`config.mk`:
```
export PLATFORM = sky130hd
export DESIGN_NAME = impedance_channel_config
export DESIGN_NICKNAME = d
export VERILOG_FILES = /design/src/design/impedance_channel_config.v
export VERILOG_INCLUDE_DIRS = /design/src /design/src/design
export SDC_FILE = /design/constraint.sdc
export NUM_CORES = 2
export LEC_CHECK = 0
export BUFFER_PORTS_ARGS = -buffer_cell sky130_fd_sc_hd__buf_2
export CAP_MARGIN = 20
export CORE_ASPECT_RATIO = 0.5
export CORE_MARGIN = 3
export CORE_UTILIZATION = 35
export CTS_BUF_LIST = sky130_fd_sc_hd__clkbuf_2 sky130_fd_sc_hd__clkbuf_4 sky130_fd_sc_hd__clkbuf_8
export DETAILED_ROUTE_END_ITERATION = 8
export PLACE_DENSITY_LB_ADDON = 0.3
export SETUP_SLACK_MARGIN = 0.15
export SYNTH_ARGS = -nofsm -noshare
export SYNTH_HDL_FRONTEND = slang
export SYNTH_SLANG_ARGS = --single-unit
export TNS_END_PERCENT = 1
```
`constraint.sdc`:
```
create_clock -name REF_CLK -period 12.8 [get_ports REF_CLK]
set_input_delay 1.92 -clock REF_CLK [delete_from_list [all_inputs] [get_ports REF_CLK]]
set_output_delay 1.92 -clock REF_CLK [all_outputs]
set_load 0.05 [all_outputs]
```
`src/design/impedance_channel_config_regs.vh`:
```
// Purpose: constants for the impedance channel configuration block
// Assumes: APB byte address is four times the register index
// Notes:   definitions only
// What this block does
// - osr codes 6,7 give 512 and 1024
// - bias enable powers bandgap, about 200ms startup
// - q enable turns drive, q rx, pll, bandgap
// - i enable turns drive, i rx, pll, bandgap
// - highpass: 0 bypass, 1 low, 2-3 high cutoff
// - lowpass: 0 bypass, 1-3 stepped, 4-7 widest
// - compare source i, q or magnitude; 3 reserved
// - disabled channel reads as zero in magnitude
// - compare selected value against upper, lower thresholds
// - compare disabled leaves outcome untouched
// - internal resistors: voltage and range set current
// - internal mode lets safety logic overwrite drive fields
// - external resistor mode never overwrites voltage magnitude
// - lead-off status needs condition held about 128ms
// - immediate lead-off bypasses the debounce window
`ifndef IMPEDANCE_CHANNEL_CONFIG_REGS_VH
`define IMPEDANCE_CHANNEL_CONFIG_REGS_VH

// ***********************************************
// register indices (byte address = index * 4)
// ***********************************************
`define IDX_CHAN_ENABLE_CONFIG 8'h20
`define IDX_CHANNEL_FILTER_THRESHOLD_CONFIG 8'h21
`define IDX_STIMULUS_LEADOFF_CONFIG 8'h22
`define IDX_LOWER_THRESHOLD 8'h26
`define IDX_UPPER_THRESHOLD 8'h27
`define IDX_EVENT_STATUS 8'h30
`define IDX_EVENT_MASK 8'h31
`define IDX_LIVE_STATE 8'h32

// ***********************************************
// field positions
// ***********************************************
`define F_I_EN 0
`define F_Q_EN 1
`define F_BG_EN 2
`define F_OSR_LSB 3
`define F_THR_EN 0
`define F_CMP_LSB 1
`define F_LPF_LSB 3
`define F_HPF_LSB 6
`define F_STIM_LSB 0
`define F_IRGE_LSB 2
`define F_VDRV_LSB 4
`define F_RAPID 6
`define F_EXT_RES 7
`define EV_ABOVE 0
`define EV_BELOW 1
`define EV_LEADOFF 2

// ***********************************************
// reset values and codes
// ***********************************************
`define RST_REG8 8'h00
`define RST_EV 3'h0
`define CMP_I 2'h0
`define CMP_Q 2'h1
`define CMP_MAG 2'h2

// ***********************************************
// timing
// ***********************************************
`define CLK_HZ 25000000
`define BIAS_STARTUP_MS 200
`define LEADOFF_WINDOW_MS 128
`define BIAS_STARTUP_CYC ((`CLK_HZ / 1000) * `BIAS_STARTUP_MS)
`define LEADOFF_WINDOW_CYC ((`CLK_HZ / 1000) * `LEADOFF_WINDOW_MS)

`endif

```
`src/design/impedance_channel_config.v`:
```
// Purpose: configuration registers and threshold / lead-off logic of an impedance channel
// Assumes: APB slave, zero wait states, single clock REF_CLK, sync reset SYS_RST
// Notes:   threshold compare uses bits [19:12] of the selected 20-bit magnitude
`timescale 1ns/1ps
`include "impedance_channel_config_regs.vh"
`default_nettype none

module impedance_channel_config #(
   parameter integer BIAS_CYC = `BIAS_STARTUP_CYC,
   parameter integer LEADOFF_CYC = `LEADOFF_WINDOW_CYC
) (
   input wire REF_CLK,
   input wire SYS_RST,
   input wire PSEL,
   input wire PENABLE,
   input wire PWRITE,
   input wire [11:0] PADDR,
   input wire [31:0] PWDATA,
   output wire [31:0] PRDATA,
   output wire PREADY,
   output wire PSLVERR,
   input wire SAMPLE_VALID,
   input wire [19:0] INPHASE_DATA,
   input wire [19:0] QUADRATURE_DATA,
   input wire LEADOFF_RAW,
   input wire SAFETY_OVERRIDE,
   input wire [1:0] SAFETY_VDRV,
   input wire [1:0] SAFETY_IRGE,
   output reg [10:0] CONVERTER_OVERSAMPLING,
   output wire BANDGAP_ON,
   output wire BIAS_READY,
   output wire PLL_ON,
   output wire DRIVE_ON,
   output wire INPHASE_RX_ON,
   output wire QUADRATURE_RX_ON,
   output wire HIGHPASS_BYPASS,
   output wire HIGHPASS_WIDE,
   output wire LOWPASS_BYPASS,
   output reg [1:0] LOWPASS_STEP,
   output wire EXTERNAL_RESISTOR,
   output wire [1:0] DRIVE_VOLTAGE_MAGNITUDE,
   output wire [1:0] DRIVE_CURRENT_RANGE,
   output wire [1:0] STIMULUS_TYPE,
   output wire ABOVE_THRESHOLD,
   output wire BELOW_THRESHOLD,
   output wire LEADOFF_STATUS,
   output wire IRQ
);

   // ***********************************************
   // registers and bus decode
   // ***********************************************
   reg [7:0] enable_cfg_q;
   reg [7:0] filter_cfg_q;
   reg [7:0] stim_cfg_q;
   reg [7:0] lower_thr_q;
   reg [7:0] upper_thr_q;
   reg [2:0] ev_status_q;
   reg [2:0] ev_mask_q;
   reg above_q;
   reg below_q;
   reg leadoff_q;
   reg [22:0] bias_cnt_q;
   reg [22:0] loff_cnt_q;
   reg [31:0] rdata;
   reg hit;

   wire [9:0] word_idx = PADDR[11:2];
   wire bus_wr = PSEL & PENABLE & PWRITE;
   wire sel_en = (word_idx == {2'b00, `IDX_CHAN_ENABLE_CONFIG});
   wire sel_flt = (word_idx == {2'b00, `IDX_CHANNEL_FILTER_THRESHOLD_CONFIG});
   wire sel_stim = (word_idx == {2'b00, `IDX_STIMULUS_LEADOFF_CONFIG});
   wire sel_lo = (word_idx == {2'b00, `IDX_LOWER_THRESHOLD});
   wire sel_hi = (word_idx == {2'b00, `IDX_UPPER_THRESHOLD});
   wire sel_st = (word_idx == {2'b00, `IDX_EVENT_STATUS});
   wire sel_mk = (word_idx == {2'b00, `IDX_EVENT_MASK});
   wire sel_live = (word_idx == {2'b00, `IDX_LIVE_STATE});

   always @* begin
      rdata = 32'h0000_0000;
      hit = 1'b1;
      if (sel_en) begin
         rdata[7:0] = enable_cfg_q;
      end else if (sel_flt) begin
         rdata[7:0] = filter_cfg_q;
      end else if (sel_stim) begin
         rdata[7:0] = stim_cfg_q;
      end else if (sel_lo) begin
         rdata[7:0] = lower_thr_q;
      end else if (sel_hi) begin
         rdata[7:0] = upper_thr_q;
      end else if (sel_st) begin
         rdata[2:0] = ev_status_q;
      end else if (sel_mk) begin
         rdata[2:0] = ev_mask_q;
      end else if (sel_live) begin
         rdata[3:0] = {BIAS_READY, leadoff_q, below_q, above_q};
      end else begin
         hit = 1'b0;
      end
   end

   assign PRDATA = (PSEL & ~PWRITE) ? rdata : 32'h0000_0000;
   assign PREADY = 1'b1;
   assign PSLVERR = PSEL & PENABLE & ~hit;

   // ***********************************************
   // enable and converter configuration
   // ***********************************************
   wire i_en = enable_cfg_q[`F_I_EN];
   wire q_en = enable_cfg_q[`F_Q_EN];
   wire bg_en = enable_cfg_q[`F_BG_EN];
   wire [2:0] osr_code = enable_cfg_q[`F_OSR_LSB +: 3];

   always @(posedge REF_CLK) begin
      if (SYS_RST) begin
         enable_cfg_q <= `RST_REG8;
         filter_cfg_q <= `RST_REG8;
         lower_thr_q <= `RST_REG8;
         upper_thr_q <= `RST_REG8;
         ev_mask_q <= `RST_EV;
      end else if (bus_wr) begin
         if (sel_en) begin
            enable_cfg_q <= {2'b00, PWDATA[5:0]};
         end
         if (sel_flt) begin
            filter_cfg_q <= PWDATA[7:0];
         end
         if (sel_lo) begin
            lower_thr_q <= PWDATA[7:0];
         end
         if (sel_hi) begin
            upper_thr_q <= PWDATA[7:0];
         end
         if (sel_mk) begin
            ev_mask_q <= PWDATA[2:0];
         end
      end
   end

   always @* begin
      case (osr_code)
         3'h0: CONVERTER_OVERSAMPLING = 11'h008;
         3'h1: CONVERTER_OVERSAMPLING = 11'h010;
         3'h2: CONVERTER_OVERSAMPLING = 11'h020;
         3'h3: CONVERTER_OVERSAMPLING = 11'h040;
         3'h4: CONVERTER_OVERSAMPLING = 11'h080;
         3'h5: CONVERTER_OVERSAMPLING = 11'h100;
         3'h6: CONVERTER_OVERSAMPLING = 11'h200;
         3'h7: CONVERTER_OVERSAMPLING = 11'h400;
         default: CONVERTER_OVERSAMPLING = 11'h008;
      endcase
   end

   // either receive channel pulls in drive, pll and bandgap even if software forgot
   assign INPHASE_RX_ON = i_en;
   assign QUADRATURE_RX_ON = q_en;
   assign DRIVE_ON = i_en | q_en;
   assign PLL_ON = i_en | q_en;
   assign BANDGAP_ON = bg_en | i_en | q_en;

   // bias settle timer restarts whenever the bandgap drops
   always @(posedge REF_CLK) begin
      if (SYS_RST | ~BANDGAP_ON) begin
         bias_cnt_q <= 23'h00_0000;
      end else if (bias_cnt_q < BIAS_CYC[22:0]) begin
         bias_cnt_q <= bias_cnt_q + 23'h00_0001;
      end
   end
   assign BIAS_READY = BANDGAP_ON & (bias_cnt_q >= BIAS_CYC[22:0]);

   // ***********************************************
   // filter selects
   // ***********************************************
   wire [1:0] hpf_code = filter_cfg_q[`F_HPF_LSB +: 2];
   wire [2:0] lpf_code = filter_cfg_q[`F_LPF_LSB +: 3];
   assign HIGHPASS_BYPASS = (hpf_code == 2'h0);
   assign HIGHPASS_WIDE = hpf_code[1];
   assign LOWPASS_BYPASS = (lpf_code == 3'h0);

   always @* begin
      if (lpf_code[2]) begin
         LOWPASS_STEP = 2'h3;
      end else if (lpf_code == 3'h0) begin
         LOWPASS_STEP = 2'h0;
      end else begin
         LOWPASS_STEP = lpf_code[1:0] - 2'h1;
      end
   end

   // ***********************************************
   // threshold compare
   // ***********************************************
   wire thr_en = filter_cfg_q[`F_THR_EN];
   wire [1:0] cmp_sel = filter_cfg_q[`F_CMP_LSB +: 2];
   wire [19:0] i_eff = i_en ? INPHASE_DATA : 20'h0_0000;
   wire [19:0] q_eff = q_en ? QUADRATURE_DATA : 20'h0_0000;
   wire [19:0] i_abs = i_eff[19] ? (20'h0_0000 - i_eff) : i_eff;
   wire [19:0] q_abs = q_eff[19] ? (20'h0_0000 - q_eff) : q_eff;

   // bit-serial square root: one result bit per clock, 20 clocks per sample
   reg sq_busy_q;
   reg [4:0] sq_bit_q;
   reg [19:0] sq_root_q;
   reg [39:0] sq_sum_q;
   reg cmp_go;
   reg [19:0] cmp_val;
   wire [19:0] sq_trial = sq_root_q | (20'h0_0001 << sq_bit_q);
   wire [39:0] sq_trial_sq = sq_trial * sq_trial;
   wire sq_start = SAMPLE_VALID & thr_en & (cmp_sel == `CMP_MAG) & ~sq_busy_q;

   always @(posedge REF_CLK) begin
      if (SYS_RST) begin
         sq_busy_q <= 1'b0;
         sq_bit_q <= 5'h00;
         sq_root_q <= 20'h0_0000;
         sq_sum_q <= 40'h00_0000_0000;
      end else if (sq_start) begin
         sq_busy_q <= 1'b1;
         sq_bit_q <= 5'h13;
         sq_root_q <= 20'h0_0000;
         sq_sum_q <= i_abs * i_abs + q_abs * q_abs;
      end else if (sq_busy_q) begin
         if (sq_trial_sq <= sq_sum_q) begin
            sq_root_q <= sq_trial;
         end
         if (sq_bit_q == 5'h00) begin
            sq_busy_q <= 1'b0;
         end else begin
            sq_bit_q <= sq_bit_q - 5'h01;
         end
      end
   end

   // result of the last square-root step, taken the same cycle it completes
   wire [19:0] sq_final = (sq_trial_sq <= sq_sum_q) ? sq_trial : sq_root_q;

   always @* begin
      cmp_go = 1'b0;
      cmp_val = 20'h0_0000;
      case (cmp_sel)
         `CMP_I: begin
            cmp_go = SAMPLE_VALID;
            cmp_val = i_abs;
         end
         `CMP_Q: begin
            cmp_go = SAMPLE_VALID;
            cmp_val = q_abs;
         end
         `CMP_MAG: begin
            cmp_go = sq_busy_q & (sq_bit_q == 5'h00);
            cmp_val = sq_final;
         end
         default: begin
            // reserved source: nothing is compared
            cmp_go = 1'b0;
            cmp_val = 20'h0_0000;
         end
      endcase
   end

   wire cmp_fire = cmp_go & thr_en;
   wire over_now = cmp_val[19:12] > upper_thr_q;
   wire under_now = cmp_val[19:12] < lower_thr_q;

   always @(posedge REF_CLK) begin
      if (SYS_RST) begin
         above_q <= 1'b0;
         below_q <= 1'b0;
      end else if (cmp_fire) begin
         above_q <= over_now;
         below_q <= under_now;
      end
   end
   assign ABOVE_THRESHOLD = above_q;
   assign BELOW_THRESHOLD = below_q;

   // ***********************************************
   // stimulus configuration with safety override
   // ***********************************************
   wire ext_res = stim_cfg_q[`F_EXT_RES];
   wire rapid = stim_cfg_q[`F_RAPID];

   always @(posedge REF_CLK) begin
      if (SYS_RST) begin
         stim_cfg_q <= `RST_REG8;
      end else if (SAFETY_OVERRIDE & ~ext_res) begin
         // safety limits win over a software write in the same cycle
         stim_cfg_q[`F_VDRV_LSB +: 2] <= SAFETY_VDRV;
         stim_cfg_q[`F_IRGE_LSB +: 2] <= SAFETY_IRGE;
         if (bus_wr & sel_stim) begin
            stim_cfg_q[7:6] <= PWDATA[7:6];
            stim_cfg_q[1:0] <= PWDATA[1:0];
         end
      end else if (bus_wr & sel_stim) begin
         stim_cfg_q <= PWDATA[7:0];
      end
   end

   assign EXTERNAL_RESISTOR = ext_res;
   assign DRIVE_VOLTAGE_MAGNITUDE = stim_cfg_q[`F_VDRV_LSB +: 2];
   assign DRIVE_CURRENT_RANGE = stim_cfg_q[`F_IRGE_LSB +: 2];
   assign STIMULUS_TYPE = stim_cfg_q[`F_STIM_LSB +: 2];

   // ***********************************************
   // dc lead-off debounce
   // ***********************************************
   always @(posedge REF_CLK) begin
      if (SYS_RST | ~LEADOFF_RAW) begin
         loff_cnt_q <= 23'h00_0000;
      end else if (loff_cnt_q < LEADOFF_CYC[22:0]) begin
         loff_cnt_q <= loff_cnt_q + 23'h00_0001;
      end
   end

   wire loff_d = LEADOFF_RAW & (rapid | (loff_cnt_q >= LEADOFF_CYC[22:0]));

   always @(posedge REF_CLK) begin
      if (SYS_RST) begin
         leadoff_q <= 1'b0;
      end else begin
         leadoff_q <= loff_d;
      end
   end
   assign LEADOFF_STATUS = leadoff_q;

   // ***********************************************
   // interrupts: sticky, write one to clear, set wins
   // ***********************************************
   wire [2:0] ev_set;
   assign ev_set[`EV_ABOVE] = cmp_fire & over_now;
   assign ev_set[`EV_BELOW] = cmp_fire & under_now;
   assign ev_set[`EV_LEADOFF] = loff_d & ~leadoff_q;
   wire [2:0] ev_clr = (bus_wr & sel_st) ? PWDATA[2:0] : 3'h0;

   always @(posedge REF_CLK) begin
      if (SYS_RST) begin
         ev_status_q <= `RST_EV;
      end else begin
         ev_status_q <= (ev_status_q & ~ev_clr) | ev_set;
      end
   end
   assign IRQ = |(ev_status_q & ev_mask_q);

endmodule // impedance_channel_config

`default_nettype wire

```
==> run summary <==
The H-tree was split into 4 levels. The maximum vdd ir drop came out at 61.00 uV. The tools report the cell area after synthesis as 42740 um2. Detailed placement ended at an HPWL of 100300 um.

The logs give 89 for the standard-cell row count and 12390 ps for the arrival time reported for the critical path endpoint. The proportion of total power due to net switching came out at 33.87%. For the total vias in the final route, the log shows 31640. The compound-gate portion of the synthesized area works out to 6.567%. After clock tree synthesis, the clock-pin slew on the worst setup and hold paths is 110 ps. The number of global-route vias before repair is 34650, and the worst setup slack before clock tree synthesis is 298.0 ps.

The power density over the cells is 25.41 nW/um2, and the clock insertion delay at the later pin of the skew report is 500 ps. The worst path meets setup with 808.2 ps of slack. The run gives 0 as the aggregate global routing overflow.

Area added between synthesis and finish: 7.471%. Per report_power, the sequential group accounts for 44.7% of the total. Setup repair after global routing left no endpoint under its margin. After the last flow step, the layout net total stands at 6378. The run gives 0 as the count of max-cap constraint violations. The logs give 83.39 MHz for the maximum operating frequency and 0 for the number of antenna diodes. The run gives 35.77% as the initial core utilization. STA puts the critical path data required time at 13190 ps. The routed via count divided by cell count is 4.848. The shortest clock period the worst path allows after layout was 11990 ps. The critical path in this run is classified as reg2reg. The number of buffer cells added on primary ports was 108; the vertical die dimension was 253.1 um.

The synthesized-area fraction occupied by and/or/nand/nor cells was 12.15%. The worst setup path is captured at a flop. The mux share of post-synthesis cell area was 1.420%; the global routing usage on met1 was 26.05%.

The worst hold path belongs to the class reg2reg. The type of element launching the critical path is a flop. The overall die area is 126600 um2, and the total negative slack is 0 ps. In the synthesized netlist the dominant register cell turns out to be sky130_fd_sc_hd__dfxtp_1. The logs give 0 for the number of max-slew violations in the final report and 0.7716 mW for the internal power.

The run finished with clean final reports. The tools report the final antenna-violating net count as 0. After Yosys synthesis, full adders, half adders and majority gates account for 55.99% of the synthesized area. The first detailed-routing pass ran for 5 iterations.

The synthesis-stage register bit count was 167; the detailed router's first-iteration violation count was 2009. The maximum number of buffers from clock root to sink was 2. Number of DRC violations after detailed routing: 0. In this run the most used layer during global routing was met2. Synthesized instance count: 4805.

The cell sitting at the root of the clock tree is a sky130_fd_sc_hd__clkbuf_8. The die outline width works out to 500.2 um. Entering global routing, the biggest net connects 50 pins. The run gives 2.539% as the met3 demand-to-capacity share in global routing.

The clock tree skew after final layout came out at 14.58 ps. The run gives 0 as the number of synthesis warnings. The fraction of the cycle the final worst path needs is 93.69%. The critical-path cell with the highest stage delay was sky130_fd_sc_hd__fa_1.

The total area inside the core boundary comes to 119500 um2. The run gives 0 as the final count of negative-setup-slack endpoints. In the global route stage, met2 resource usage came out at 33.22%. Cell repeated most along the worst path: sky130_fd_sc_hd__fa_1. The total wire length is 118300 um, and the final worst hold slack is 436.1 ps. The tools report the total count of hold-check failures in the final report as 0. TritonCTS built the clock tree.

The design draws 1.167 mW. A synthesized cell averages 8.894 um2. Buffers inserted to repair hold after CTS numbered 0. The number of clock buffers added by TritonCTS is 17.

Pin placement for this block handled 163 I/O pins. Measured against its own limit, the worst slew margin works out to 28.56%. In this run, synthesis inferred 0 flip-flops with an integrated enable. Along the worst path, the maximum fanout reaches 7.

The initial antenna violation count is 0, and the placer congestion estimate is 0.9235. The delay contributed by the slowest stage of the critical path was 550 ps. Of the cells placed in the final design, the portion with a size suffix greater than 1 is 5.837%. The dominant combinational cell family by area after synthesis was adder cells. In the global route stage, overall resource usage came out at 19.28%.

Sequential elements use 7.823% of the synthesized area. The xor/xnor cell area share of the yosys netlist came out at 3.361%. The run gives 20.8% as the logic gate share of total power. Share of power burned in the clock network: 34.5%.

The analysis attributes to cell leakage a power of 24.43 nW. Yosys mapped the design onto 81 distinct sky130hd cell types. The average wire per standard cell was 18.13 um. For the pin with the worst max-slew slack, the measured transition is 1072 ps. The async set-reset flop share out of synthesis works out to 0%. The logs give 190800 um for the wire length of the first global-routing pass and 0.3953 mW for the power dissipated by switching net loads.

The tree built by TritonCTS fans out to 167 sinks.
[cells in the final DEF (no fill, tap or decap), types with 40 or more instances in the layout]
cell type,instances
sky130_fd_sc_hd__buf_2,107
sky130_fd_sc_hd__nand2_1,439
sky130_fd_sc_hd__buf_4,107
sky130_fd_sc_hd__conb_1,62
sky130_fd_sc_hd__fa_1,915
sky130_fd_sc_hd__nand2b_1,40
sky130_fd_sc_hd__nor3_1,46
sky130_fd_sc_hd__dfxtp_1,167
sky130_fd_sc_hd__ha_1,446
sky130_fd_sc_hd__o21ai_0,68
sky130_fd_sc_hd__inv_1,1207
sky130_fd_sc_hd__a21oi_1,171
sky130_fd_sc_hd__xnor2_1,90
sky130_fd_sc_hd__nor2_1,481
sky130_fd_sc_hd__a21o_1,54
sky130_fd_sc_hd__xor2_1,74
sky130_fd_sc_hd__mux2i_1,55
[Yosys cell counts, types with 12 or more instances]
master,count,area share (%)
sky130_fd_sc_hd__o21ai_0,68,0.80
sky130_fd_sc_hd__nand3_1,31,0.36
sky130_fd_sc_hd__nand2b_1,40,0.59
sky130_fd_sc_hd__nand2_1,439,3.9
sky130_fd_sc_hd__clkbuf_1,119,1.0
sky130_fd_sc_hd__a21oi_1,171,2.0
sky130_fd_sc_hd__or2_2,13,0.19
sky130_fd_sc_hd__mux2i_1,55,1.3
sky130_fd_sc_hd__buf_1,18,0.16
sky130_fd_sc_hd__or3_1,22,0.32
sky130_fd_sc_hd__nor2_1,482,4.2
sky130_fd_sc_hd__inv_1,1211,11
sky130_fd_sc_hd__xor2_1,74,1.5
sky130_fd_sc_hd__nor4_1,12,0.18
sky130_fd_sc_hd__xnor2_1,90,1.8
sky130_fd_sc_hd__o21bai_1,12,0.21
sky130_fd_sc_hd__fa_1,915,43
sky130_fd_sc_hd__dfxtp_1,167,7.8
sky130_fd_sc_hd__nor3_1,46,0.54
sky130_fd_sc_hd__o31ai_1,19,0.33
sky130_fd_sc_hd__a211oi_1,18,0.32
sky130_fd_sc_hd__and3_1,16,0.23
sky130_fd_sc_hd__nor2b_1,30,0.44
sky130_fd_sc_hd__buf_4,35,0.61
sky130_fd_sc_hd__ha_1,446,13
sky130_fd_sc_hd__o211ai_1,13,0.23
sky130_fd_sc_hd__nand4_1,27,0.40
sky130_fd_sc_hd__a21o_1,56,0.98
[routing by layer]
layer	part of all wire, %	vias to the layer above	routed length, um
li1	-	14620	-
met1	44	16120	52580
met2	48	787	57050
met3	5.2	114	6168
met4	2.1	0	2506
met5	0	-	0
[cell type report]
class | count | area, um2
clock buffers | 17 | 234.0
clock inverters | 15 | 178.9
fillers | 12140 | 73560
inverters | 1226 | 4611
multi-input cells | 3295 | 34230
flip-flops and latches | 167 | 3343
well taps | 1592 | 1992
repair buffers | 214 | 1339
[sequential cells by signal, summed over array words and instances, names as in the netlist, named ones only]
register / flops
ABOVE_THRESHOLD: 1
BELOW_THRESHOLD: 1
CONVERTER_OVERSAMPLING: 8
LEADOFF_STATUS: 1
bias_cnt_q: 23
enable_cfg_q: 6
ev_mask_q: 3
ev_status_q: 3
filter_cfg_q: 8
loff_cnt_q: 23
lower_thr_q: 8
sq_bit_q: 5
sq_busy_q: 1
sq_root_q: 8
sq_sum_q: 40
stim_cfg_q: 8
upper_thr_q: 8
[worst paths after layout]
path	depth (start not counted)	slack, ps	endpoint	from
worst min register to register	2	440	loff_cnt_q[22]$_SDFFE_PP0N_	loff_cnt_q[22]$_SDFFE_PP0N_
worst min-delay path	2	440	loff_cnt_q[22]$_SDFFE_PP0N_	loff_cnt_q[22]$_SDFFE_PP0N_
worst max-delay path	48	810	ev_status_q[0]$_SDFF_PP0_	sq_bit_q[1]$_SDFFE_PP0P_
worst max register to register	48	810	ev_status_q[0]$_SDFF_PP0_	sq_bit_q[1]$_SDFFE_PP0P_
[cell families (layout without fill, tap and decap cells)]
| family | Yosys count | after routing |
|---|---|---|
| flip-flops | 167 | 167 |
| AO/OA/AOI/OAI | 443 | 443 |
| adder cells (fa/ha/maj) | 1364 | 1364 |
| XOR/XNOR | 164 | 164 |
| AND/OR/NAND/NOR | 1202 | 1202 |
| buffers and inverters | 1403 | 1472 |
| multiplexers | 60 | 60 |
| other | 2 | 62 |
[critical path: cells and delay by family, from the launching register on]
family	cells	cell delay [ps]
AOI/OAI and AO/OA	15	3120
and+or+nand+nor	14	2600
DFF	1	430
adders and majority gates	11	4800
buffers and inverters	8	920
[power groups by stage]
stage	clock, mW	combinational, mW	sequential (mW)
after floorplan	0	0.175	0.533
after global placement	0	0.238	0.534
after detailed placement	0	0.240	0.534
after CTS	0.413	0.242	0.522
after global routing	0.429	0.272	0.522
final	0.402	0.243	0.522
[stage by stage]
| stage | util (%) | cell area, um2 | std cells |
|---|---|---|---|
| 2_1_floorplan | - | 42960 | 4865 |
| 3_3_place_gp | 38.05 | 45460 | 6489 |
| 3_5_place_dp | 38.05 | 45460 | 6489 |
| 4_1_cts | 38.39 | 45870 | 6521 |
| 5_1_grt | 38.44 | 45930 | 6526 |
| 6_report | 38.44 | 45930 | 6526 |
[what timing repair did]
item | in CTS | in global routing
gates resized for setup | 0 | 10
endpoints found under the setup margin | 0 | 4
buffers inserted | 0 | 4
(Power assumes the default switching activity.)
